[src/include/pin_state_pkg.sv]
/*
  Package for the pin state control block: CPU state encoding, pin bundle
  structs and reset values.
  Assumes a single 50 MHz clock domain and pins inside the device.
*/
package pin_state_pkg;

    localparam int unsigned NUM_PINS   = 8;
    localparam logic        PIN_LOW    = 1'b0;
    localparam logic [7:0]  PORT_RESET = 8'h00;

    // CPU states as presented by the power mode controller
    typedef enum logic [2:0]
    {
        CPU_POWER_ON,
        CPU_RUN,
        CPU_SLEEP,
        CPU_STANDBY,
        CPU_DEEP_STANDBY,
        CPU_DEEP_RETURN
    } cpu_state_t;

    // Per-pin configuration from peripherals and port registers
    typedef struct packed
    {
        logic periph_sel;
        logic periph_out;
        logic periph_oe;
        logic port_out;
        logic port_oe;
        logic analog_sel;
    } pin_cfg_t;

    // Per-pin drive toward the pad
    typedef struct packed
    {
        logic out;
        logic oe;
        logic in_internal;
        logic analog_en;
    } pin_drive_t;

    typedef enum
    {
        MODE_CONFIG,
        MODE_RESET,
        MODE_HOLD,
        MODE_HIZ
    } pin_mode_t;

endpackage

[src/hdl/pin_cell.sv]
/*
  One general-purpose pin cell: applies the current pin mode to one pin.
  Assumes the mode is decided by the enclosing controller.
*/
`timescale 1ns/100ps
module pin_cell
    import pin_state_pkg::*;
(
    input  wire logic       clk,
    input  wire logic       resetn,
    input  wire logic [1:0] mode_sel,
    input  wire pin_cfg_t   cfg,
    input  wire logic       pad_in,
    output pin_drive_t      drive
);

    typedef struct packed
    {
        pin_drive_t drv;
        logic       held_periph;
        logic       held_port_out;
        logic       held_oe;
    } cell_state_t;

    cell_state_t state_reg;
    cell_state_t state_next;

    always_comb
    begin
        state_next = state_reg;
        case (mode_sel)
            2'h0:
            begin
                state_next.held_periph   = cfg.periph_sel;
                state_next.held_port_out = cfg.port_out;
                state_next.held_oe       = cfg.periph_sel ? cfg.periph_oe : cfg.port_oe;
                state_next.drv.out       = cfg.periph_sel ? cfg.periph_out : cfg.port_out;
                state_next.drv.oe        = (cfg.periph_sel ? cfg.periph_oe : cfg.port_oe)
                                           & ~cfg.analog_sel;
                state_next.drv.analog_en = cfg.analog_sel;
                state_next.drv.in_internal = cfg.analog_sel ? PIN_LOW : pad_in;
            end
            2'h2:
            begin
                // Hold the enable and port level captured before the mode change; peripheral pins follow live periph_out
                state_next.drv.oe  = state_reg.held_oe & ~cfg.analog_sel;
                state_next.drv.out = state_reg.held_periph ? cfg.periph_out
                                                           : state_reg.held_port_out;
                state_next.drv.analog_en   = cfg.analog_sel;
                state_next.drv.in_internal = cfg.analog_sel ? PIN_LOW : pad_in;
            end
            default:
            begin
                // Reset and standby high impedance: driver off, input low
                state_next.drv.out         = PIN_LOW;
                state_next.drv.oe          = PIN_LOW;
                state_next.drv.in_internal = PIN_LOW;
                state_next.drv.analog_en   = cfg.analog_sel;
                if (mode_sel == 2'h1)
                begin
                    state_next.held_periph   = PIN_LOW;
                    state_next.held_port_out = PIN_LOW;
                    state_next.held_oe       = PIN_LOW;
                end
            end
        endcase
    end

    always_ff @(posedge clk or negedge resetn)
    begin
        if (!resetn)
            state_reg <= '0;
        else
            state_reg <= state_next;
    end

    assign drive = state_reg.drv;

endmodule

[src/hdl/pin_state_power_mode_control.sv]
/*
  Pin state control across CPU states: per-pin cells for the general-purpose
  pins plus the main oscillator input pin.
  Assumes the power mode controller supplies the CPU state and the standby
  pin level setting, and that all inputs are synchronous to clk.
*/
`timescale 1ns/100ps
module pin_state_power_mode_control
    import pin_state_pkg::*;
(
    input  wire logic       clk,
    input  wire logic       resetn,
    input  wire logic       external_reset_n,
    input  wire cpu_state_t cpu_state,
    input  wire logic       standby_pin_level,
    input  wire pin_cfg_t   pin_cfg [NUM_PINS],
    input  wire logic [7:0] pad_in,
    input  wire logic       osc_pad_in,
    output logic      [7:0] pad_out,
    output logic      [7:0] pad_oe,
    output logic      [7:0] internal_in,
    output logic      [7:0] analog_en,
    output logic            osc_internal_in,
    output logic            deep_port_sel
);

    //--------------------------------------------------------------
    // State
    //--------------------------------------------------------------
    typedef struct packed
    {
        logic       osc_in;
        logic       deep_port;
        logic [1:0] mode;
    } top_state_t;

    top_state_t state_reg;
    top_state_t state_next;
    pin_mode_t  pin_mode;
    logic [1:0] mode_code;
    logic       reset_active;
    logic       deep_entry;
    logic       deep_exit;
    pin_drive_t drive [NUM_PINS];
    pin_cfg_t   cell_cfg [NUM_PINS];

    //--------------------------------------------------------------
    // Reset and deep standby qualifiers
    //--------------------------------------------------------------
    always_comb
    begin
        reset_active = !external_reset_n || (cpu_state == CPU_POWER_ON);
        deep_entry   = external_reset_n && (cpu_state == CPU_DEEP_STANDBY);
        deep_exit    = reset_active || (cpu_state == CPU_RUN);
    end

    //--------------------------------------------------------------
    // Pin mode decision
    //--------------------------------------------------------------
    always_comb
    begin
        if (reset_active)
        begin
            pin_mode = MODE_RESET;
        end
        else
        begin
            case (cpu_state)
                CPU_RUN, CPU_SLEEP:
                    pin_mode = MODE_CONFIG;
                CPU_STANDBY, CPU_DEEP_STANDBY:
                begin
                    if (standby_pin_level)
                        pin_mode = MODE_HIZ;
                    else
                        pin_mode = MODE_HOLD;
                end
                CPU_DEEP_RETURN:
                    pin_mode = MODE_HOLD;
                default:
                    pin_mode = MODE_RESET;
            endcase
        end
    end

    //--------------------------------------------------------------
    // Mode code toward the pin cells
    //--------------------------------------------------------------
    always_comb
    begin
        case (pin_mode)
            MODE_CONFIG:
                mode_code = 2'h0;
            MODE_RESET:
                mode_code = 2'h1;
            MODE_HOLD:
                mode_code = 2'h2;
            MODE_HIZ:
                mode_code = 2'h3;
            default:
                mode_code = 2'h1;
        endcase
    end

    //--------------------------------------------------------------
    // Next state
    //--------------------------------------------------------------
    always_comb
    begin
        state_next        = state_reg;
        state_next.osc_in = osc_pad_in;
        state_next.mode   = mode_code;
        if (deep_exit)
            state_next.deep_port = PIN_LOW;
        else if (deep_entry)
            state_next.deep_port = 1'b1;
    end

    //--------------------------------------------------------------
    // Pin cells
    //--------------------------------------------------------------
    for (genvar i = 0; i < NUM_PINS; i++)
    begin : g_pin
        always_comb
        begin
            cell_cfg[i] = pin_cfg[i];
            if (state_reg.deep_port)
                cell_cfg[i].periph_sel = PIN_LOW;
        end

        pin_cell u_cell
        (
            .clk      (clk),
            .resetn   (resetn),
            .mode_sel (state_reg.mode),
            .cfg      (cell_cfg[i]),
            .pad_in   (pad_in[i]),
            .drive    (drive[i])
        );

        assign pad_out[i]     = drive[i].out;
        assign pad_oe[i]      = drive[i].oe;
        assign internal_in[i] = drive[i].in_internal;
        assign analog_en[i]   = drive[i].analog_en;
    end

    //--------------------------------------------------------------
    // Registers
    //--------------------------------------------------------------
    always_ff @(posedge clk or negedge resetn)
    begin
        if (!resetn)
            state_reg <= '{osc_in: PIN_LOW, deep_port: PIN_LOW, mode: 2'h1};
        else
            state_reg <= state_next;
    end

    assign osc_internal_in = state_reg.osc_in;
    assign deep_port_sel   = state_reg.deep_port;

endmodule

[config.mk]
export PLATFORM = sky130hd
export DESIGN_NAME = pin_state_power_mode_control
export DESIGN_NICKNAME = d
export VERILOG_FILES = /design/src/include/pin_state_pkg.sv /design/src/hdl/pin_cell.sv /design/src/hdl/pin_state_power_mode_control.sv
export SDC_FILE = /design/constraint.sdc
export NUM_CORES = 1
export LEC_CHECK = 0
export ABC_CLOCK_PERIOD_IN_PS = 1350
export BUFFER_PORTS_ARGS = -buffer_cell sky130_fd_sc_hd__buf_4
export CAP_MARGIN = 20
export CORE_ASPECT_RATIO = 0.6
export CORE_MARGIN = 2
export CORE_UTILIZATION = 45
export DETAILED_ROUTE_END_ITERATION = 8
export HOLD_SLACK_MARGIN = 0.15
export PLACE_DENSITY = 0.76
export RECOVER_POWER = 25
export SYNTH_ARGS = -nofsm -noshare
export SYNTH_HDL_FRONTEND = slang
export SYNTH_SLANG_ARGS = --single-unit
export TNS_END_PERCENT = 10
[constraint.sdc]
create_clock -name clk -period 1.35 [get_ports clk]
set_clock_uncertainty 0.2 [all_clocks]
set_input_delay 0.27 -clock clk [delete_from_list [all_inputs] [get_ports clk]]
set_output_delay 0.27 -clock clk [all_outputs]
set_load 0.01 [all_outputs]
==> results of run 1 <==
## layout by cell type (no fill, tap or decap), drive strengths merged, types with 9 or more instances in the layout
cell type	netlist	final
a21oi	10	10
nand2b	9	9
dfrtp	59	59
clkbuf	6	20
mux2i	25	25
dlygate4sd3	0	62
buf	38	116
nor2	11	11
o21ai	17	17
nand2	25	25
## stage by stage
| step | TNS, ns | utilization, % | cell area (µm²) |
|---|---|---|---|
| 2_1_floorplan | -0.639 | - | 2800 |
| 3_3_place_gp | -4.26 | 58.0 | 3510 |
| 3_5_place_dp | -5.83 | 58.0 | 3510 |
| 4_1_cts | -2.01 | 73.8 | 4470 |
| 5_1_grt | -4.22 | 75.8 | 4590 |
| 6_report | -2.32 | 75.8 | 4590 |
## layout make-up
class	instances	area, µm²	area share, %
Inverter	2	8.76	0.191
Clock buffer	12	165	3.60
Clock inverter	4	70.1	1.53
Multi-Input combinational cell	133	1070	23.4
Timing Repair Buffer	186	1670	36.3
Sequential cell	60	1500	32.7
Tap cell	84	105	2.29
## worst max-delay path: stages (launching register included)
cell       delay, ns
dfrtp_2         0.45
buf_12          0.15
nand2b_4        0.15
mux2i_4         0.20
a2111oi_4       0.29
## cell families after synthesis
logic type / share of synthesized area, %
AOI/OAI and AO/OA: 14.2
DFF: 53.8
buffers and inverters: 11.3
and+or+nand+nor: 11.8
muxes: 8.95
## timing repair
action	in CTS	in global routing
pin swaps	4	6
setup buffers	4	1
endpoints found under the hold margin	120	2
hold buffers	62	2
endpoints found under the setup margin	41	54
gates resized for setup	18	35
## power by group through the flow
stage | combinational (µW) | clock, µW | sequential, µW
after global routing | 956 | 2010 | 1960
after floorplan | 334 | 0 | 1950
after global placement | 640 | 0 | 1970
after detailed placement | 652 | 0 | 1970
after CTS | 847 | 1900 | 1940
final | 890 | 1870 | 1950
## metal layers
layer  vias to the layer above  track usage, %  share of wire [%]
met5                         -               0                  0
met4                         0            5.92                1.2
met3                        10            8.25                6.7
met2                        96            39.8                 49
met1                      1142            27.9                 43
li1                       1102               -                  -
## worst min path at each step
stage,cells past startpoint,end,slack (ns),from
finish,4,g_pin[6].u_cell.drive[3],0.17,pin_cfg[11]
global route,4,g_pin[6].u_cell.drive[3],0.17,pin_cfg[11]
CTS,4,g_pin[6].u_cell.drive[3],0.16,pin_cfg[11]
detailed placement,1,g_pin[3].u_cell.drive[3],0.008,resetn
global placement,1,g_pin[3].u_cell.drive[3],0.009,resetn
floorplan,0,deep_port_sel,-0.23,resetn
==> results_dict.tcl, run 1 <==
set metrics [dict create \
    synth-edff-count 0 \
    rows 22 \
    post-route-period-util_pct 115 \
    ios 98 \
    ys_async_sr_fraction_pct 100 \
    wl_per_cell_um 15.5 \
    p_leak_uw 0.00215 \
    ys_seq_elements 60 \
    slew_viol_final 0 \
    core-area_um2 6060 \
    dp.cells 396 \
    layout_setup_ws_ns -0.204 \
    portBuffers 97 \
    grt_pass1_wl_mm 11.9 \
    end_kind "flop" \
    grt_pass1_vias 2464 \
    clock_path_buffers 2 \
    cts.clk_slew.worst_paths_ns 0.07 \
    ys_types 24 \
    clock_sinks 60 \
    grt_max_degree 26 \
    yosysMostFrequentCell "dfrtp_1" \
    worst_skew_pair.late_latency_ns 0.34 \
    reg2reg_depth 4 \
    start_kind "flop" \
    status "complete, but fails checks" \
    initial_core_util_pct 46.2 \
    synthesis.area_um2 2800 \
    yosys.area.top_type "dfrtp_1" \
    rsz0062_at_grt "true" \
    avgSynthCellArea_um2 11.7 \
    hold_class "in -> reg" \
    place.gp.congestion 0.805 \
    slew_headroom_pct 53.2 \
    h-tree-depth 3 \
    powerDensity_nw_per_um2 1030 \
    grt.total_usage_pct 23.1 \
    r2r_setup_slack_ns -0.20 \
    die_w_um 106 \
    layout-drive-gt1-share_pct 41.1 \
    setup_viol 23 \
    max_freq_ghz 0.644 \
    area_delta_synth_final_pct 64.3 \
    ant_nets 0 \
    crit_required_ns 1.38 \
    power.switching_uw 1110 \
    cp.arrival_ns 1.58 \
    pwr-share-comb_pct 18.9 \
    seq_area_frac_synth_pct 53.8 \
    drt_pass1_iterations 4 \
    internal_power_uw 3600 \
    dp_hpwl_mm 4.60 \
    worstPathMaxFanout 5 \
    holdWs_ns 0.171 \
    final-hold-violation-count 0 \
    tritoncts "yes" \
    fin_cells 481 \
    die_h_um 65.1 \
    rr_endpoint "g_pin[3].u_cell.drive[2]" \
    die-area_um2 6880 \
    syn_inst 239 \
    cts_buffers 9 \
    tightest_slew_ns 0.702 \
    r2r_start "deep_port_sel" \
    critPathKind "reg -> reg" \
    ir_drop_uv 636 \
    synth_fp_nets 303 \
    antenna_cells 0 \
    ys_top_cells_by_area "dfrtp_1 53%, mux2i_1 9.0%, buf_4 8.9%, a2111oi_2 4.3%, nand2b_4 3.9%" \
    largest_reg_flops 32 \
    p_clk_share_pct 39.7 \
    seq_power_share_pct 41.3 \
    clock-root-buffer "clkbuf_8" \
    yosysWarnings 0 \
    yosysTopAreaCellShare_pct 52.8 \
    finalNetCount 456 \
    violations "setup timing" \
    post-place-ws_ns -0.240 \
    swShare_pct 23.6 \
    drt_wl_total_mm 7.43 \
    vias 2350 \
    cp-endpoint "g_pin[3].u_cell.drive[2]" \
    avgViaCountPerCell 4.89 \
    synth_ff_type "dfrtp_1" \
    fin_crit_ns 1.55 \
    synth_common_cells "59 x dfrtp_1, 33 x buf_4, 25 x mux2i_1, 25 x nand2_1, 17 x o21ai_0" \
    antenna_found_initial 0 \
    cp-startpoint "deep_port_sel" \
    fill_cells 408 \
    drtIter0Drc 109 \
    total_power_uw 4710 \
    drv_cap 0 \
    gr-total-overflow 0 \
    drc 0 \
]
Power figures use the tool's default switching activity.
==> run 2, diff against run 1 <==
--- a/config.mk
+++ b/config.mk
@@ -5,15 +5,15 @@
 export SDC_FILE = /design/constraint.sdc
 export NUM_CORES = 1
 export LEC_CHECK = 0
-export ABC_CLOCK_PERIOD_IN_PS = 1350
+export ABC_CLOCK_PERIOD_IN_PS = 1900
 export BUFFER_PORTS_ARGS = -buffer_cell sky130_fd_sc_hd__buf_4
 export CAP_MARGIN = 20
 export CORE_ASPECT_RATIO = 0.6
 export CORE_MARGIN = 2
-export CORE_UTILIZATION = 45
+export CORE_UTILIZATION = 53
 export DETAILED_ROUTE_END_ITERATION = 8
 export HOLD_SLACK_MARGIN = 0.15
-export PLACE_DENSITY = 0.76
+export PLACE_DENSITY = 0.84
 export RECOVER_POWER = 25
 export SYNTH_ARGS = -nofsm -noshare
 export SYNTH_HDL_FRONTEND = slang
==> constraint.sdc (replaced) <==
create_clock -name clk -period 1.9 [get_ports clk]
set_clock_uncertainty 0.2 [all_clocks]
set_input_delay 0.38 -clock clk [delete_from_list [all_inputs] [get_ports clk]]
set_output_delay 0.38 -clock clk [all_outputs]
set_load 0.01 [all_outputs]
==> run 2 against run 1 <==
- the flow now finishes without violations
- non-clock buffer count is 47 lower
- critical endpoint is now deep_port_sel
- cell count is 14% lower
- count of clock-buffer cells in the layout is 1 lower
- critical path depth is 3 lower
- utilization hardly changed
- register-to-register slack better by 0.47 ns
- sequential share of layout area is 6.3 points higher
- setup slack better by 0.38 ns
==> results_dict.tcl, run 2 (synthesis results as in run 1) <==
set metrics [dict create \
    core-area_um2 5080 \
    seq_power_share_pct 48.5 \
    status "complete, no violations" \
    p_clk_share_pct 34.5 \
    vias 2114 \
    clock_path_buffers 2 \
    reg2reg_depth 3 \
    die-area_um2 5890 \
    p_leak_uw 0.00187 \
    holdPathStages 3 \
    tritoncts "yes" \
    drt_wl_total_mm 6.58 \
    hold_class "in -> reg" \
    internal_power_uw 2100 \
    max_freq_ghz 0.579 \
    tightest_slew_ns 0.770 \
    end_kind "primary output" \
    pwr-share-comb_pct 16.9 \
    worstPathMaxFanout 11 \
    crit_chain "buf_4" \
    cp-startpoint "deep_port_sel" \
    slew_headroom_pct 48.6 \
    slew_viol_final 0 \
    rsz0062_at_grt "false" \
    crit_required_ns 1.32 \
    mostFrequentLayoutCells "93 x buf_4, 59 x dfrtp_1, 35 x dlygate4sd3_1" \
    start_kind "flop" \
    wl_per_cell_um 15.8 \
    grt_pass1_vias 2202 \
    area_delta_synth_final_pct 37.8 \
    clock_sinks 60 \
    h-tree-depth 3 \
    fin_cells 416 \
    critical_path_depth 1 \
    avgViaCountPerCell 5.08 \
    power.switching_uw 737 \
    finalNetCount 409 \
    worst_skew_pair.late_latency_ns 0.34 \
    grt.total_usage_pct 24.3 \
    ir_drop_uv 461 \
    final_common_cell "buf_4" \
    portBuffers 97 \
    rr_endpoint "g_pin[2].u_cell.state_reg[0]" \
    drtIter0Drc 85 \
    critPathKind "reg -> out" \
    cp-endpoint "deep_port_sel" \
    die_w_um 97.8 \
    cp.buffers_inverters 1 \
    ios 98 \
    setup_viol 0 \
    swShare_pct 25.9 \
    rows 20 \
    dp_hpwl_mm 4.57 \
    antenna_found_initial 0 \
    drt_pass1_iterations 4 \
    cts_buffers 9 \
    die_h_um 60.3 \
    clock-root-buffer "clkbuf_8" \
    powerDensity_nw_per_um2 738 \
    grt_max_degree 33 \
    gr-total-overflow 0 \
    drv_cap 0 \
    post-route-period-util_pct 90.9 \
    cp_top_family "flip-flops" \
    dp.cells 365 \
    antenna_cells 0 \
    holdWs_ns 0.159 \
    drc 0 \
    initial_core_util_pct 55.0 \
    fill_cells 341 \
    r2r_start "deep_port_sel" \
    slowest_stage "dfrtp_1" \
    cts.clk_slew.worst_paths_ns 0.06 \
    critical-path-max-stage-delay_ns 0.61 \
    largest_reg_flops 32 \
    place.gp.congestion 0.869 \
    grt_pass1_wl_mm 10.7 \
    setup_tns_ns 0 \
    ant_nets 0 \
    cp.arrival_ns 1.15 \
    layout-drive-gt1-share_pct 37.4 \
    final-hold-violation-count 0 \
    postCtsSetupRepairBufs 0 \
    r2r_setup_slack_ns 0.27 \
    fin_crit_ns 1.73 \
]
==> run 2: area by class of cell <==
cell class / count / area, µm² / area share [%]
clock buffer: 11 / 141 / 3.67
timing repair buffer: 139 / 1110 / 28.9
clock inverter: 5 / 27.5 / 0.715
inverter: 2 / 8.76 / 0.227
multi-input combinational: 133 / 977 / 25.4
tap: 66 / 82.6 / 2.14
sequential: 60 / 1500 / 39.0
==> run 2: worst reg2reg max path, stage by stage (launching register included) <==
cell and delay (ns):
dfrtp_1 0.61, nand2b_4 0.23, mux2i_1 0.30, o21ai_0 0.16
==> run 2: worst min-delay path by stage <==
stage,from,endpoint,slack (ns)
after floorplan,resetn,deep_port_sel,-0.12
after global placement,resetn,osc_internal_in,0.13
after detailed placement,resetn,osc_internal_in,0.14
after CTS,pin_cfg[46],g_pin[0].u_cell.drive[3],0.15
after global routing,pin_cfg[46],g_pin[0].u_cell.drive[3],0.17
final,pin_cfg[29],g_pin[3].u_cell.state_reg[2],0.16
==> run 2: what timing repair did <==
item	4_1_cts	5_1_grt
endpoints found under the hold margin	102	0
setup endpoints to repair	0	0
resized for setup	0	0
hold buffers	35	0
==> run 2: layer usage <==
| metal | GRT usage [%] | wire length, µm |
|---|---|---|
| met5 | 0 | 0 |
| met4 | 8.33 | 57 |
| met3 | 8.77 | 460 |
| met2 | 39.8 | 3240 |
| met1 | 30.7 | 2820 |
==> run 2: power by group through the flow <==
stage               Sequential [µW]  Combinational (µW)  Clock (µW)
floorplan                      1390                 237           0
global route                   1390                 522        1080
global placement               1400                 423           0
detailed placement             1400                 432           0
CTS                            1380                 492        1020
finish                         1380                 482         981
==> run 2: through the flow <==
step | util, % | instance area [µm²] | worst slack [ns] | power (µW)
after global routing | 75.8 | 3850 | 0.129 | 2990
after global placement | 66.2 | 3360 | 0.358 | 1820
after CTS | 76.5 | 3880 | 0.159 | 2890
final | 75.8 | 3850 | 0.173 | 2840
after detailed placement | 66.2 | 3360 | 0.283 | 1830
after floorplan | - | 2800 | 0.442 | 1630
==> run 3, diff against run 2 <==
--- a/config.mk
+++ b/config.mk
@@ -5,16 +5,16 @@
 export SDC_FILE = /design/constraint.sdc
 export NUM_CORES = 1
 export LEC_CHECK = 0
-export ABC_CLOCK_PERIOD_IN_PS = 1900
+export ABC_CLOCK_PERIOD_IN_PS = 2200
 export BUFFER_PORTS_ARGS = -buffer_cell sky130_fd_sc_hd__buf_4
 export CAP_MARGIN = 20
 export CORE_ASPECT_RATIO = 0.6
-export CORE_MARGIN = 2
 export CORE_UTILIZATION = 53
 export DETAILED_ROUTE_END_ITERATION = 8
 export HOLD_SLACK_MARGIN = 0.15
 export PLACE_DENSITY = 0.84
 export RECOVER_POWER = 25
+export SLEW_MARGIN = 20
 export SYNTH_ARGS = -nofsm -noshare
 export SYNTH_HDL_FRONTEND = slang
 export SYNTH_SLANG_ARGS = --single-unit
==> constraint.sdc (replaced) <==
create_clock -name clk -period 2.2 [get_ports clk]
set_clock_uncertainty 0.2 [all_clocks]
set_input_delay 0.44 -clock clk [delete_from_list [all_inputs] [get_ports clk]]
set_output_delay 0.44 -clock clk [all_outputs]
set_load 0.01 [all_outputs]
==> run 3 against run 2 <==
- clock power fell by 2.0%
- die area fell by 5.3%
- worst hold slack gained 0.0072 ns
- cell count decreased by 3.8%
- utilization fell by 2.2 points
- register-to-register slack better by 0.26 ns
- largest cell class unchanged
- count of clock-buffer cells in the layout down 1
- cell area fell by 3.4%
- via count shrank 4.6%
- first-iteration DRC count shrank 2.4%
- critical path depth did not move
- non-clock buffer count is 15 lower
==> results_dict.tcl, run 3 (synthesis results as in run 1) <==
set metrics [dict create \
    final_common_cell "buf_4" \
    initial_core_util_pct 55.3 \
    cp.buffers_inverters 1 \
    critical_path_depth 1 \
    grt_pass1_vias 2042 \
    area_delta_synth_final_pct 33.1 \
    tightest_slew_ns 0.790 \
    drc 0 \
    antenna_cells 0 \
    crit_required_ns 1.56 \
    power.switching_uw 630 \
    tritoncts "yes" \
    ant_nets 0 \
    place.gp.congestion 0.759 \
    gr-total-overflow 0 \
    grt.total_usage_pct 23.4 \
    p_leak_uw 0.00181 \
    grt_max_degree 61 \
    cp.arrival_ns 1.15 \
    drv_cap 0 \
    slew_headroom_pct 47.3 \
    rr_endpoint "g_pin[4].u_cell.state_reg[2]" \
    mostFrequentLayoutCells "90 x buf_4, 59 x dfrtp_1, 25 x mux2i_1, 25 x nand2_1, 23 x dlygate4sd3_1" \
    status "complete, no violations" \
    powerDensity_nw_per_um2 682 \
    p_clk_share_pct 37.9 \
    cts.clk_slew.worst_paths_ns 0.06 \
    ios 98 \
    ir_drop_uv 386 \
    hold_class "in -> reg" \
    post-route-period-util_pct 81.4 \
    layout_setup_ws_ns 0.409 \
    post-place-ws_ns 0.529 \
    clock-root-buffer "clkbuf_8" \
    drtIter0Drc 83 \
    internal_power_uw 1910 \
    start_kind "flop" \
    critical-path-max-stage-delay_ns 0.61 \
    grt_pass1_wl_mm 9.40 \
    final_area_um2 3720 \
    clock_path_buffers 2 \
    fin_crit_ns 1.79 \
    core-area_um2 5050 \
    setup_viol 0 \
    clock_sinks 60 \
    swShare_pct 24.8 \
    portBuffers 97 \
    max_freq_ghz 0.558 \
    postCtsSetupRepairBufs 0 \
    cts_buffers 9 \
    finalNetCount 394 \
    reg2reg_depth 3 \
    cp-startpoint "deep_port_sel" \
    dp_hpwl_mm 4.00 \
    total_power_uw 2540 \
    cp-endpoint "deep_port_sel" \
    h-tree-depth 3 \
    seq_power_share_pct 47.2 \
    critPathKind "reg -> out" \
    cp_top_family "flip-flops" \
    layout-drive-gt1-share_pct 38.3 \
    rows 20 \
    rsz0062_at_grt "false" \
    r2r_setup_slack_ns 0.53 \
    crit_chain "buf_4" \
    worst_skew_pair.late_latency_ns 0.34 \
    pwr-share-comb_pct 14.9 \
    wl_per_cell_um 14.9 \
    slew_viol_final 0 \
    vias 2017 \
    slowest_stage "dfrtp_1" \
    final-hold-violation-count 0 \
    r2r_start "deep_port_sel" \
    drt_wl_total_mm 5.95 \
    setup_tns_ns 0 \
    end_kind "primary output" \
    antenna_found_initial 0 \
    die_h_um 58.3 \
    worstPathMaxFanout 11 \
    drt_pass1_iterations 4 \
    die_w_um 95.8 \
    largest_reg_flops 32 \
    die-area_um2 5580 \
    avgViaCountPerCell 5.04 \
    placed_area_um2 3340 \
]
==> run 3: changes by cell type in the layout (fill, tap and decap cells not counted), sizes merged <==
cell and change:
dlygate4sd3 -12, buf -4, bufinv +1, clkinv -1
==> run 3: cell type report <==
class,instances,area (µm²)
Clock buffer,10,138
Clock inverter,5,52.6
Fill cell,372,1340
Inverter,2,8.76
Multi-Input combinational cell,133,977
Sequential cell,60,1500
Tap cell,66,82.6
Timing Repair Buffer,124,958
==> run 3: how the worst min path moves through the flow <==
stage          startpoint                        to  slack, ns  depth (start not counted)
2_1_floorplan      resetn             deep_port_sel      -0.06                          0
3_3_place_gp       resetn           osc_internal_in       0.25                          2
3_5_place_dp       resetn           osc_internal_in       0.25                          2
4_1_cts         pad_in[5]  g_pin[5].u_cell.drive[1]       0.15                          2
5_1_grt         pad_in[4]  g_pin[4].u_cell.drive[1]       0.15                          2
6_report        pad_in[5]  g_pin[5].u_cell.drive[1]       0.17                          2
==> run 3: routing by layer <==
layer	up-vias	wire, µm	part of all wire [%]	GRT usage, %
met1	954	2770	46	29.6
li1	975	-	-	-
met4	0	43	0.72	6.40
met5	-	0	0	0
met3	7	480	8.1	10.5
met2	81	2660	45	36.8
==> run 3: stage by stage <==
stage | hold slack, ns | std cells | util [%]
5_1_grt | 0.154 | 400 | 73.6
2_1_floorplan | -0.0556 | 239 | -
3_3_place_gp | 0.250 | 362 | 66.1
4_1_cts | 0.150 | 399 | 74.2
3_5_place_dp | 0.252 | 362 | 66.1
6_report | 0.167 | 400 | 73.6
==> run 3: power groups by stage <==
stage / clock [µW] / combinational (µW) / sequential, µW
final: 961 / 379 / 1200
after global routing: 1030 / 414 / 1200
after CTS: 979 / 390 / 1200
after detailed placement: 0 / 358 / 1220
after global placement: 0 / 351 / 1220
after floorplan: 0 / 205 / 1200
==> run 3: timing repair <==
item / CTS / global route
hold endpoints to repair: 94 / 1
hold buffers: 22 / 1
resized for setup: 0 / 0
